`src/pkg/trailer_pkg.sv`:
```
// Purpose: constants and types for the frame trailer inserter
// Assumes: one octet of trailer per clock, no back-pressure from the outputs
// Notes: trailer = histogram, then slot 1 (4-octet frame count), then slots 2..last
// Summary of operation
// same trailer on every enabled video output
// trailer follows last active image line
// trailer carries 1024-octet image histogram
// frame counter occupies exactly four octets
// register snapshot in ascending slot order
// orientation slot: bit0 mirror, bit1 flip
// interrupt slot: array bits 2:0, timing 7:3
// test pattern write needs protection unlocked
// multi-byte values most significant byte first
// all trailer values sampled for one frame
package trailer_pkg;
    localparam int HIST_BYTES = 1024;
    localparam int COUNT_BYTES = 4;
    localparam logic [9:0] HIST_LAST_IDX = 10'h3ff;
    localparam logic [9:0] COUNT_LAST_IDX = 10'h003;
    localparam logic [9:0] FIRST_REG_SLOT = 10'h002;
    localparam logic [9:0] LAST_SLOT = 10'h172;
    localparam logic [9:0] SLOT_ORIENT = 10'h003;
    localparam logic [9:0] SLOT_IRQ = 10'h094;
    localparam logic [9:0] SLOT_TPM = 10'h098;
    localparam logic [9:0] SLOT_PROT = 10'h16a;
    localparam logic [10:0] POS_COUNT = 11'h400;
    localparam logic [10:0] POS_SLOTS = 11'h404;
    localparam logic [10:0] POS_ORIENT = 11'h405;
    localparam logic [10:0] POS_IRQ = 11'h496;
    localparam logic [10:0] POS_LAST = 11'h574;
    localparam logic [15:0] ADDR_FCOUNT = 16'h0005;
    localparam logic [15:0] ADDR_ORIENT = 16'h0101;
    localparam logic [15:0] ADDR_IRQ = 16'h03f5;
    localparam logic [15:0] ADDR_TPM = 16'h0600;
    localparam logic [15:0] ADDR_PROT = 16'h3380;
    localparam logic [7:0] PROT_UNLOCK = 8'ha5;
    localparam logic [1:0] ORIENT_RESET = 2'h0;
    localparam logic [7:0] IRQ_RESET = 8'h00;
    localparam logic [3:0] TPM_RESET = 4'h0;
    localparam logic [7:0] PROT_RESET = 8'h00;
    localparam logic [31:0] FCOUNT_RESET = 32'h0000_0000;
    localparam int START_LATENCY = 3;
    typedef enum logic [1:0] {
        PH_IDLE = 2'b00,
        PH_HIST = 2'b01,
        PH_COUNT = 2'b10,
        PH_SLOTS = 2'b11
    } phase_t;
    typedef enum logic [1:0] {
        SRC_HIST = 2'b00,
        SRC_LOCAL = 2'b01,
        SRC_EXT = 2'b10
    } src_t;
endpackage : trailer_pkg
```
`src/hdl/frame_trailer_inserter.sv`:
```
// Purpose: emits the per-frame trailer octet stream to the parallel and serial outputs
// Assumes: histogram and external slot sources answer one cycle after address
// Notes: frame end while a trailer is still running is ignored
`timescale 1ns/1ns
module frame_trailer_inserter (
    input wire logic i_clock,
    input wire logic i_rst_n,
    input wire logic i_frame_end,
    input wire logic i_par_en,
    input wire logic i_ser_en,
    input wire logic [7:0] i_hist_data,
    input wire logic [7:0] i_ext_data,
    input wire logic [15:0] i_addr,
    input wire logic [7:0] i_wdata,
    input wire logic i_wr,
    input wire logic i_rd,
    output logic [7:0] o_rdata,
    output logic o_hist_req,
    output logic [9:0] o_hist_addr,
    output logic o_ext_req,
    output logic [9:0] o_ext_slot,
    output logic [7:0] o_data,
    output logic o_par_valid,
    output logic o_ser_valid,
    output logic o_first,
    output logic o_last
);
    import trailer_pkg::*;

    logic [1:0] rst_sync_q;
    logic rst_n;
    logic [1:0] orient_q;
    logic [7:0] irq_q;
    logic [3:0] tpm_q;
    logic [7:0] prot_q;
    logic [31:0] fcount_q;
    logic [1:0] sh_orient_q;
    logic [7:0] sh_irq_q;
    logic [3:0] sh_tpm_q;
    logic [7:0] sh_prot_q;
    logic [31:0] sh_count_q;
    logic [7:0] rdata_q;
    phase_t phase_q;
    phase_t phase_d;
    logic [9:0] idx_q;
    logic [9:0] idx_d;
    logic hist_req_q;
    logic ext_req_q;
    logic start;
    logic s1_valid_q;
    logic s1_first_q;
    logic s1_last_q;
    src_t s1_src_q;
    logic [7:0] s1_byte_q;
    logic par_en_q;
    logic ser_en_q;
    logic tr_valid_q;
    logic tr_first_q;
    logic tr_last_q;
    logic par_valid_q;
    logic ser_valid_q;
    logic [7:0] data_q;
    logic [10:0] tr_pos_q;
    logic [8:0] own;

    function automatic logic [8:0] own_slot(input logic [9:0] slot, input logic [1:0] orient,
                                            input logic [7:0] irq, input logic [3:0] tpm,
                                            input logic [7:0] prot);
        case (slot)
            SLOT_ORIENT: own_slot = {1'b1, 6'h00, orient};
            SLOT_IRQ: own_slot = {1'b1, irq};
            SLOT_TPM: own_slot = {1'b1, 4'h0, tpm};
            SLOT_PROT: own_slot = {1'b1, prot};
            default: own_slot = 9'h000;
        endcase
    endfunction : own_slot

    always_ff @(posedge i_clock or negedge i_rst_n) begin
        if (!i_rst_n) begin
            rst_sync_q <= 2'b00;
        end else begin
            rst_sync_q <= {rst_sync_q[0], 1'b1};
        end
    end
    assign rst_n = rst_sync_q[1];

    // new trailer only when the sequencer is idle and stage 1 has drained
    assign start = i_frame_end && (phase_q == PH_IDLE) && !s1_valid_q;

    always_ff @(posedge i_clock or negedge rst_n) begin
        if (!rst_n) begin
            orient_q <= ORIENT_RESET;
            irq_q <= IRQ_RESET;
            tpm_q <= TPM_RESET;
            prot_q <= PROT_RESET;
        end else if (i_wr) begin
            if (i_addr == ADDR_ORIENT) begin
                orient_q <= i_wdata[1:0];
            end
            if (i_addr == ADDR_IRQ) begin
                irq_q <= i_wdata;
            end
            if (i_addr == ADDR_TPM && prot_q == PROT_UNLOCK) begin
                tpm_q <= i_wdata[3:0];
            end
            if (i_addr == ADDR_PROT) begin
                prot_q <= i_wdata;
            end
        end
    end

    always_ff @(posedge i_clock or negedge rst_n) begin
        if (!rst_n) begin
            rdata_q <= 8'h00;
        end else if (!i_rd) begin
            rdata_q <= 8'h00;
        end else begin
            unique case (i_addr)
                ADDR_FCOUNT: rdata_q <= fcount_q[7:0];
                ADDR_ORIENT: rdata_q <= {6'h00, orient_q};
                ADDR_IRQ: rdata_q <= irq_q;
                ADDR_TPM: rdata_q <= {4'h0, tpm_q};
                ADDR_PROT: rdata_q <= prot_q;
                default: rdata_q <= 8'h00;
            endcase
        end
    end

    // snapshot of the frame count and registers the trailer reports, taken once per frame
    always_ff @(posedge i_clock or negedge rst_n) begin
        if (!rst_n) begin
            fcount_q <= FCOUNT_RESET;
            sh_count_q <= FCOUNT_RESET;
            sh_orient_q <= ORIENT_RESET;
            sh_irq_q <= IRQ_RESET;
            sh_tpm_q <= TPM_RESET;
            sh_prot_q <= PROT_RESET;
        end else if (start) begin
            fcount_q <= fcount_q + 32'h0000_0001;
            sh_count_q <= fcount_q;
            sh_orient_q <= orient_q;
            sh_irq_q <= irq_q;
            sh_tpm_q <= tpm_q;
            sh_prot_q <= prot_q;
        end
    end

    always_comb begin
        phase_d = phase_q;
        idx_d = idx_q;
        unique case (phase_q)
            PH_IDLE: begin
                if (start) begin
                    phase_d = PH_HIST;
                    idx_d = 10'h000;
                end
            end
            PH_HIST: begin
                if (idx_q == HIST_LAST_IDX) begin
                    phase_d = PH_COUNT;
                    idx_d = 10'h000;
                end else begin
                    idx_d = idx_q + 10'h001;
                end
            end
            PH_COUNT: begin
                if (idx_q == COUNT_LAST_IDX) begin
                    phase_d = PH_SLOTS;
                    idx_d = FIRST_REG_SLOT;
                end else begin
                    idx_d = idx_q + 10'h001;
                end
            end
            PH_SLOTS: begin
                if (idx_q == LAST_SLOT) begin
                    phase_d = PH_IDLE;
                    idx_d = 10'h000;
                end else begin
                    idx_d = idx_q + 10'h001;
                end
            end
        endcase
    end

    always_ff @(posedge i_clock or negedge rst_n) begin
        if (!rst_n) begin
            phase_q <= PH_IDLE;
            idx_q <= 10'h000;
            hist_req_q <= 1'b0;
            ext_req_q <= 1'b0;
        end else begin
            phase_q <= phase_d;
            idx_q <= idx_d;
            hist_req_q <= (phase_d == PH_HIST);
            ext_req_q <= (phase_d == PH_SLOTS);
        end
    end

    assign own = own_slot(idx_q, sh_orient_q, sh_irq_q, sh_tpm_q, sh_prot_q);

    always_ff @(posedge i_clock or negedge rst_n) begin
        if (!rst_n) begin
            s1_valid_q <= 1'b0;
            s1_first_q <= 1'b0;
            s1_last_q <= 1'b0;
            s1_src_q <= SRC_HIST;
            s1_byte_q <= 8'h00;
        end else begin
            s1_valid_q <= (phase_q != PH_IDLE);
            s1_first_q <= (phase_q == PH_HIST) && (idx_q == 10'h000);
            s1_last_q <= (phase_q == PH_SLOTS) && (idx_q == LAST_SLOT);
            s1_byte_q <= 8'h00;
            s1_src_q <= SRC_HIST;
            if (phase_q == PH_COUNT) begin
                s1_src_q <= SRC_LOCAL;
                s1_byte_q <= sh_count_q[8 * (3 - idx_q[1:0]) +: 8];
            end else if (phase_q == PH_SLOTS) begin
                s1_src_q <= own[8] ? SRC_LOCAL : SRC_EXT;
                s1_byte_q <= own[7:0];
            end
        end
    end

    always_ff @(posedge i_clock or negedge rst_n) begin
        if (!rst_n) begin
            par_en_q <= 1'b0;
            ser_en_q <= 1'b0;
        end else if (start) begin
            par_en_q <= i_par_en;
            ser_en_q <= i_ser_en;
        end
    end

    always_ff @(posedge i_clock or negedge rst_n) begin
        if (!rst_n) begin
            tr_valid_q <= 1'b0;
            tr_first_q <= 1'b0;
            tr_last_q <= 1'b0;
            par_valid_q <= 1'b0;
            ser_valid_q <= 1'b0;
            data_q <= 8'h00;
            tr_pos_q <= 11'h000;
        end else begin
            tr_valid_q <= s1_valid_q;
            tr_first_q <= s1_first_q;
            tr_last_q <= s1_last_q;
            par_valid_q <= s1_valid_q && par_en_q;
            ser_valid_q <= s1_valid_q && ser_en_q;
            unique case (s1_src_q)
                SRC_HIST: data_q <= i_hist_data;
                SRC_EXT: data_q <= i_ext_data;
                default: data_q <= s1_byte_q;
            endcase
            if (s1_first_q) begin
                tr_pos_q <= 11'h000;
            end else if (s1_valid_q) begin
                tr_pos_q <= tr_pos_q + 11'h001;
            end
        end
    end

    assign o_rdata = rdata_q;
    assign o_hist_req = hist_req_q;
    assign o_hist_addr = idx_q;
    assign o_ext_req = ext_req_q;
    assign o_ext_slot = idx_q;
    assign o_data = data_q;
    assign o_par_valid = par_valid_q;
    assign o_ser_valid = ser_valid_q;
    assign o_first = tr_first_q;
    assign o_last = tr_last_q;
endmodule : frame_trailer_inserter

```
`config.mk`:
```
export PLATFORM = sky130hd
export DESIGN_NAME = frame_trailer_inserter
export DESIGN_NICKNAME = d
export VERILOG_FILES = /design/src/pkg/trailer_pkg.sv /design/src/hdl/frame_trailer_inserter.sv
export SDC_FILE = /design/constraint.sdc
export NUM_CORES = 1
export LEC_CHECK = 0
export ABC_CLOCK_PERIOD_IN_PS = 5400
export BUFFER_PORTS_ARGS = -buffer_cell sky130_fd_sc_hd__buf_2
export CORE_MARGIN = 4
export CORE_UTILIZATION = 40
export DETAILED_ROUTE_END_ITERATION = 10
export MAX_ROUTING_LAYER = met4
export SETUP_SLACK_MARGIN = 0.05
export SYNTH_ARGS = -nofsm -noshare
export SYNTH_HDL_FRONTEND = slang
export SYNTH_SLANG_ARGS = --single-unit
```
`constraint.sdc`:
```
create_clock -name i_clock -period 5.4 [get_ports i_clock]
set_input_delay 1.62 -clock i_clock [delete_from_list [all_inputs] [get_ports i_clock]]
set_output_delay 1.62 -clock i_clock [all_outputs]
set_load 0.005 [all_outputs]
```
==> impl_summary.md, run 1 <==
Status
The flow ran to the end, and the final reports show no timing, DRC or antenna violations.

Routing
The total wire length after detailed routing is between 15 and 20 mm. The number of remaining DRC errors is 0. Across all layers, the routed design uses around 4.8k vias.

Before antenna repair, the detailed router went through 7 iterations. Dividing the detail-routed via count by the number of cells gives 5.40. The starting DRC count in detailed routing is around 250. The detail route stage leaves a number of antenna-violating nets equal to 0. After detailed routing, the average wire length per cell comes to about 18 um.

Worst setup path
The startpoint type of the worst setup path is a primary input. The capture instance of the worst register-to-register path is fcount_q[19]. The critical path is of the in2reg type. The number of cells on the worst reg-to-reg path is 6.

The largest individual stage delay along the critical path comes from the cell sky130_fd_sc_hd__or4_4. Walking the worst path, the cells encountered are buf_2 -> or4_4 -> or3b_4 -> nor3_4 -> and4_4 -> mux2_2. At the worst endpoint, the required time is around 5.7 ns. The arrival time of data at the critical path endpoint is approximately 3.7 ns. The register-to-register path setup slack is between 2 and 3 ns. The largest driver fanout on the critical path is 6.

In this run the critical register-to-register path is launched from phase_q[0]. The worst stage delay on the critical path is about 0.55 ns. The nature of the critical path endpoint is a flop.

Synthesis
The warning count from the yosys run is 0. The dominant register cell in the synthesized netlist is sky130_fd_sc_hd__dfrtp_1. Counting distinct cell types in the post-synthesis netlist gives between 50 and 60. The post-synthesis net count is approximately 600. After synthesis, the largest area contributor takes up between 50% and 60% of total cell area. Synthesis produced 560 cells.

Counting flops with a built-in enable in the synthesized netlist gives 0. Summed over all instances, the cell type with the most area after synthesis is sky130_fd_sc_hd__dfrtp_1. After synthesis, the share of flip-flops with an asynchronous set or reset is 100%. The mapped netlist covers 7060 um2. The average instance area after synthesis is roughly 13 um2. The share of the Yosys chip area taken by registers is between 50% and 60%. After synthesis the netlist holds a flip-flop and latch count of 159. Yosys attributes the largest share of cell area to sky130_fd_sc_hd__dfrtp_1 56%, sky130_fd_sc_hd__mux2_2 12%, sky130_fd_sc_hd__xnor2_1 3.4%, sky130_fd_sc_hd__mux4_2 2.6%, sky130_fd_sc_hd__nand2_1 1.9%.

STA
Setup total negative slack on the finished layout was measured at 0 ns. The portion of the clock cycle consumed by the worst path in the final layout is 62.5%. The final count of hold timing violations is 0. Setup repair after global routing left no endpoint under its margin.

The minimum clock period after layout is roughly 3.4 ns. For the pin with the worst max-slew slack, the measured transition is roughly 1.1 ns. The count of endpoints failing setup in the final report is 0. The remaining max-slew budget at the tightest pin is 28.9%.

The worst slack on hold paths is ~0.35 ns. The maximum operating frequency is 296 MHz. The number of pins with negative max-slew slack in the final report was 0. The maximum clock skew at final layout is between 0.008 and 0.009 ns.

Global routing
The via count of the first global-routing pass is between 4k and 5k. Global routing used about 17% of the available tracks across all layers. The number of antenna violations at the first check in global routing came to 0. For this run the aggregate overflow at the end of global routing stands at 0.

Entering global routing, the biggest net connects around 70 pins. The first global-routing pass estimated 26.0 mm of wire.

Floorplan
The floorplan has 48 rows. The number of placed I/O pins is approximately 90. The area of the core is approximately 17000 um2.

The initial utilization of the core area, before any placement, comes to around two fifths. The die width is 141 um. The floorplan step set the die height to between 100 and 150 um. The overall die area is 19800 um2.

CTS
The clock tree synthesis step divided the H-tree into 4 levels. The number of gates resized after cts is 0. The number of CTS-inserted buffers is 17. For the worst-skew pair, the clock arrives at the later sink with an insertion delay of about 0.42 ns. Buffers added to address setup during post-CTS repair amount to 0. The clock root buffer is sky130_fd_sc_hd__clkbuf_16. The clock transition at the registers of the reported paths is around 0.06 ns. Hold repair after CTS inserted 0 buffers. TritonCTS built the clock tree. The clock passes through at most 2 buffers.

For this design, the sink count on the clock tree is 159.

Job
The number of violations of the max-capacitance limit is 0.

Placed design
The count of placed standard cells including taps is 850. The placed wire-length estimate is around 11 mm. During placement, the flow inserted port buffers numbering 88. Routability-driven placement finished with a final weighted congestion of 0.810.

Power and ir drop
The ratio of total power to cell area is roughly 340 nW/um2. Summed over all cells, the static leakage comes to 3.87 nW. IR analysis of the VDD net gives a maximum drop of about 0.24 mV. The completed layout was analyzed and its total power is approximately 2.8 mW.

Hold path
The worst hold path begins at s1_last_q. The worst hold path passes through 0 cells. The class of the worst hold path is reg2reg. The end point of the worst hold path is o_last.

Cells and area
The count of placed standard cells in the final layout, fillers left out is just under 900. For this run, the post-layout net count is about 700. The fill cell instance count of the final layout is around 1.6k. Compared with the post-synthesis result, the final layout area differs by 17.4%. 0 antenna diodes ended up in the layout.

The share of layout cells above drive strength 1 is 33.6%.
power breakdown:
group	switching [mW]	leakage, nW	internal, mW
Sequential	0.123	2.15	1.25
Clock	0.460	0.277	0.728
Combinational	0.128	1.44	0.148
Total	0.711	3.87	2.12
cell usage after synthesis, types with 13 or more instances:
cell type and n:
sky130_fd_sc_hd__clkbuf_1 16, sky130_fd_sc_hd__nand3_1 14, sky130_fd_sc_hd__nand2_1 36, sky130_fd_sc_hd__o21ai_0 21, sky130_fd_sc_hd__nand4_1 15, sky130_fd_sc_hd__mux2_2 78
sky130_fd_sc_hd__nor2_1 27, sky130_fd_sc_hd__and3_1 13, sky130_fd_sc_hd__dfrtp_1 159, sky130_fd_sc_hd__xnor2_1 27
final cells by class:
cell class / count / area [um2] / share of cell area (%)
Multi-Input combinational cell: 365 / 2910 / 35.2
Tap cell: 225 / 282 / 3.40
Clock buffer: 23 / 488 / 5.89
Clock inverter: 9 / 108 / 1.30
Inverter: 7 / 26.3 / 0.317
Timing Repair Buffer: 94 / 485 / 5.86
Sequential cell: 159 / 3980 / 48.1
metal layers:
| metal | vias to the layer above | share of wire (%) | global-route usage [%] |
|---|---|---|---|
| li1 | 2220 | - | - |
| met1 | 2368 | 45 | 22.9 |
| met2 | 148 | 47 | 26.0 |
| met3 | 29 | 5.4 | 3.60 |
| met4 | 0 | 2.0 | 6.12 |
| met5 | - | 0 | - |
per-stage QoR:
step | area [um2] | worst slack (ns) | util [%]
finish | 8290 | 2.03 | 47.9
global route | 8290 | 1.95 | 47.9
CTS | 8290 | 2.07 | 47.9
detailed placement | 7690 | 1.63 | 44.5
global placement | 7690 | 1.67 | 44.5
floorplan | 7060 | 0.642 | -
cell usage in the layout, fill, tap and decap left out, drive strengths merged, types with 5 or more instances in the layout:
| master | synthesis | routed |
|---|---|---|
| nor4 | 6 | 6 |
| nand3 | 14 | 14 |
| clkbuf | 16 | 23 |
| nand2 | 36 | 36 |
| dfrtp | 159 | 159 |
| and2 | 7 | 7 |
| mux2i | 8 | 8 |
| nand4 | 15 | 15 |
| a22oi | 6 | 6 |
| nor3 | 13 | 13 |
| o21ai | 21 | 21 |
| nor2 | 27 | 27 |
| mux2 | 78 | 78 |
| nor3b | 8 | 8 |
| xor2 | 5 | 5 |
| inv | 6 | 6 |
| a21oi | 9 | 9 |
| buf | 13 | 94 |
| mux4 | 8 | 8 |
| and4 | 5 | 5 |
| and3 | 13 | 13 |
| a222oi | 10 | 10 |
| clkinvlp | 0 | 5 |
| xnor2 | 27 | 27 |
kinds of logic after synthesis:
group                    synth area share, %
adder cells (fa/ha/maj)                0.709
AO/OA/AOI/OAI                           6.40
multiplexers                            16.1
XOR/XNOR                                3.97
other                                 0.0531
flip-flops                              56.4
AND/OR/NAND/NOR                         13.9
buffers and inverters                   2.45
state kept, by name (all words and copies together) (netlist names), 2 cells and up:
register and count:
irq_q 8, o_rdata 8, sh_count_q 32, prot_q 8
sh_tpm_q 4, phase_q 2, s1_src_q 2, sh_orient_q 2
o_data 8, rst_sync_q 2, fcount_q 32, s1_byte_q 8
tpm_q 4, sh_prot_q 8, o_ext_slot 10, sh_irq_q 8
orient_q 2
critical path: cells and delay by family:
family	cells	cell delay, ns
muxes	1	0.35
and+or+nand+nor	4	1.61
buffers and inverters	1	0.10
how the worst max path moves through the flow:
stage               slack (ns)           from            to  cells past startpoint
detailed placement        1.63     i_addr[12]      tpm_q[3]                      6
global placement          1.67     i_addr[12]      tpm_q[3]                      6
finish                    2.03     i_addr[12]      tpm_q[3]                      6
floorplan                 0.64  rst_sync_q[1]   fcount_q[0]                      0
global route              1.95    i_frame_end  fcount_q[19]                      7
CTS                       2.07     i_addr[12]      tpm_q[3]                      6
Note: power is estimated with default switching activity, not from simulation.
==> run 2: changes to the inputs <==
ABC_CLOCK_PERIOD_IN_PS = 3200   (was 5400)
clock period = 3.2 ns   (was 5.4 ns; I/O delays follow)
==> run 2 against run 1 <==
Compared with the run above:
- count of clock-buffer cells in the layout is 1 lower
- final cell count is 1.0% higher
- first-iteration DRC count is 14% higher
- sequential share of layout area is 0.79 points lower
- worst hold slack worse by 0.034 ns
- die area stayed put
- clock skew is 0.0021 ns lower
- non-clock buffer count is 9 higher
- combinational power is 88% higher
- utilization is 0.80 points higher
- register-to-register slack worse by 1.8 ns
- clock power is 82% higher
- critical endpoint is now tpm_q[2]
- highest routed layer unchanged
==> impl_summary.md, run 2 (same netlist as run 1, synthesis figures left out) <==
Floorplan
The vertical die dimension is 141 um (unchanged). The overall die area is 19800 um2 (unchanged). The cell row count is 48 (unchanged). The effective utilization at floorplan is 40.8% (unchanged). The area of the core is 17300 um2 (unchanged). The die width is 141 um (unchanged). The number of placed I/O pins is 89 (unchanged).

Worst setup path
The arrival time of data at the critical path endpoint is 2.87 ns (was 3.68 ns). The capture instance of the worst register-to-register path is s1_byte_q[6] (was fcount_q[19]). The nature of the critical path endpoint is a flop (unchanged). The gate family responsible for the most delay along the worst path is simple AND/OR/NAND/NOR gates (unchanged). The worst setup path startpoint is i_addr[12] (unchanged). The startpoint type of the worst setup path was a primary input (unchanged). The register-to-register path setup slack came to 0.74 ns (was 2.51 ns). The critical path class is in2reg (unchanged).

The total buffers and inverters traversed by the critical path is 1 (unchanged). Cell breakdown of the critical path: buf_2 -> or4_4 -> or3b_4 -> nor3_4 -> and4_4 -> mux2_2 (unchanged). The largest driver fanout on the critical path is 5 (was 6).

The startpoint of the worst register-to-register path is o_ext_slot[1] (was phase_q[0]). The depth of the worst register-to-register path is 7 (was 6). The slowest cell on the critical path is sky130_fd_sc_hd__or4_4 (unchanged).

The worst stage delay on the critical path is 0.55 ns (about the same). The required arrival time at the worst endpoint is 3.50 ns (was 5.70 ns).

Power and ir drop
The internal power summed over all cells is 3.75 mW (was 2.12 mW). The ratio of total power to cell area is 589 nW/um2 (was 342 nW/um2). The worst supply voltage drop on vdd is 0.409 mV (was 0.236 mV).

The part of the total power dissipated in the clock network is 43.5% (was 41.9%). The static leakage is 3.96 nW (was 3.87 nW). The switching power summed over all nets was 1.21 mW (was 0.711 mW). The overall power after layout is 4.96 mW (was 2.83 mW).

The combinational cell fraction of total power is 10.5% (was 9.7%). The fraction of power consumed by sequential logic was 46.0% (was 48.4%). The switching power as a share of total power was 24.4% (was 25.1%).

Job
The number of violations of the max-capacitance limit was 0 (unchanged).

Routing
The number of remaining DRC errors is 0 (unchanged). The detail-routed net length per standard cell is 18.0 um (was 17.9 um). The overall via count from detail_route is 4773 (was 4765). The starting DRC count in detailed routing is 287 (was 252). The detail-routed via count per cell is 5.36 (was 5.40). The total wire length after detailed routing is 16.0 mm (was 15.8 mm). The total iterations of the first detailed-routing run came to 5 (was 7). The remaining antenna violation count after routing is 0 (unchanged).

Global routing
The largest net degree at the start of global routing came to 58 (was 69). The total congestion overflow after global routing came to 0 (unchanged). The aggregate global-route resource usage came to 17.3% (was 17.1%). The via count of the first global-routing pass came to 4847 (was 4852). The global-route wire length before repair is 26.3 mm (was 26.0 mm).

The number of antenna violations at the first check in global routing came to 0 (unchanged).

Placed design
The number of port buffers is 88 (unchanged). The final weighted congestion in routability-driven placement is 0.848 (was 0.810). The placed wire-length estimate was 11.5 mm (was 11.4 mm). The worst setup slack before clock tree synthesis came to 0.207 ns (was 1.63 ns). The count of placed standard cells including taps is 859 (was 850).

STA
The minimum clock period after layout is 2.57 ns. The remaining max-slew budget at the tightest pin is 20.3% (was 28.9%). The final count of hold timing violations is 0 (unchanged). The maximum operating frequency is between 300 and 400 MHz.

The total negative setup slack is 0 ns (unchanged). Dividing the final minimum period by the clock period gives ~80%. The slew at the pin with the worst max-slew slack is 1.18 ns (was 1.05 ns).

The maximum clock skew at final layout is 0.00618 ns (was 0.00827 ns). The number of pins with negative max-slew slack in the final report is 0 (unchanged). The setup slack of the critical path after layout is 0.632 ns (was 2.03 ns). RSZ-0062 raised after global routing: no (unchanged).

The count of endpoints failing setup in the final report was 0 (unchanged).

Cells and area
Highest-count cells in the layout ignoring fill and taps: 158 x sky130_fd_sc_hd__dfrtp_1, 88 x sky130_fd_sc_hd__buf_2, 78 x sky130_fd_sc_hd__mux2_2 (unchanged). The share of layout cells above drive strength 1 was 34.7% (was 33.6%). The count of placed standard cells in the final layout, fillers left out is 891 (was 882). The synthesis-to-layout area growth came to 19.4% (was 17.4%). The fraction of the core area covered by cells at the end of the flow is 48.7% (was 47.9%). The commonest non-fill, non-tap cell in the layout is sky130_fd_sc_hd__dfrtp_1 (unchanged). The net count of the finished layout was 704 (was 695).

The diode insertion count for antenna repair is 0 (unchanged).

Hold path
The class of the worst hold path is in2async (was reg2reg).

CTS
The TritonCTS clock tree is yes (unchanged). The number of hold buffers added after CTS is 0 (unchanged). The number of CTS-inserted buffers is 17 (unchanged). The clock transition at the registers of the reported paths is 0.06 ns (about the same). The clock root buffer is sky130_fd_sc_hd__clkbuf_16 (unchanged). The number of buffers on the longest clock path came to 2 (unchanged). The latest clock arrival within the worst-skew pair was 0.42 ns (about the same). The deepest level of the CTS H-tree was 4 (unchanged). The number of clock sinks seen by CTS is 159 (unchanged). The post-CTS setup buffer count is 0 (unchanged). The number of gates resized after cts came to 0 (unchanged).

Status
Status: finished, final reports clean (unchanged).
==> run 2: cell count changes in the layout (fill, tap and decap cells not counted) <==
cell / before / now
sky130_fd_sc_hd__clkbuf_1: 2 / 1
sky130_fd_sc_hd__buf_4: 6 / 13
sky130_fd_sc_hd__buf_12: 0 / 2
sky130_fd_sc_hd__clkinv_2: 2 / 3
sky130_fd_sc_hd__bufinv_16: 2 / 4
sky130_fd_sc_hd__clkinvlp_4: 5 / 3
==> run 2: final cells by class <==
cell class                 count  area, um2
timing repair buffer         103        578
sequential                   159       3980
tap                          225        282
fill                        1556       8870
inverter                       7       26.3
clock inverter                10        158
clock buffer                  22        484
multi-input combinational    365       2910
==> run 2: how the worst max path moves through the flow <==
stage / end / cells after the start
6_report: tpm_q[2] / 6
4_1_cts: tpm_q[2] / 6
5_1_grt: o_rdata[5] / 7
2_1_floorplan: tpm_q[0] / 5
3_5_place_dp: tpm_q[2] / 6
3_3_place_gp: tpm_q[0] / 6
==> run 2: per-stage QoR <==
stage                     area [um2]  hold WS, ns
after floorplan                 7060        0.331
after global placement          7780        0.332
after detailed placement        7780        0.336
after CTS                       8420        0.296
after global routing            8420        0.298
final                           8420        0.314
==> run 2: power by group through the flow <==
stage | Combinational [mW] | Sequential (mW) | Clock [mW]
2_1_floorplan | 0.388 | 2.25 | 0
3_3_place_gp | 0.514 | 2.31 | 0
3_5_place_dp | 0.524 | 2.32 | 0
4_1_cts | 0.527 | 2.28 | 2.20
5_1_grt | 0.580 | 2.30 | 2.29
6_report | 0.520 | 2.28 | 2.16
==> run 2: layer usage <==
metal / vias up / track usage [%] / share of wire [%]
li1: 2231 / - / -
met5: - / - / 0
met4: 0 / 6.07 / 1.7
met3: 19 / 3.60 / 4.1
met2: 114 / 26.1 / 47
met1: 2409 / 23.5 / 47
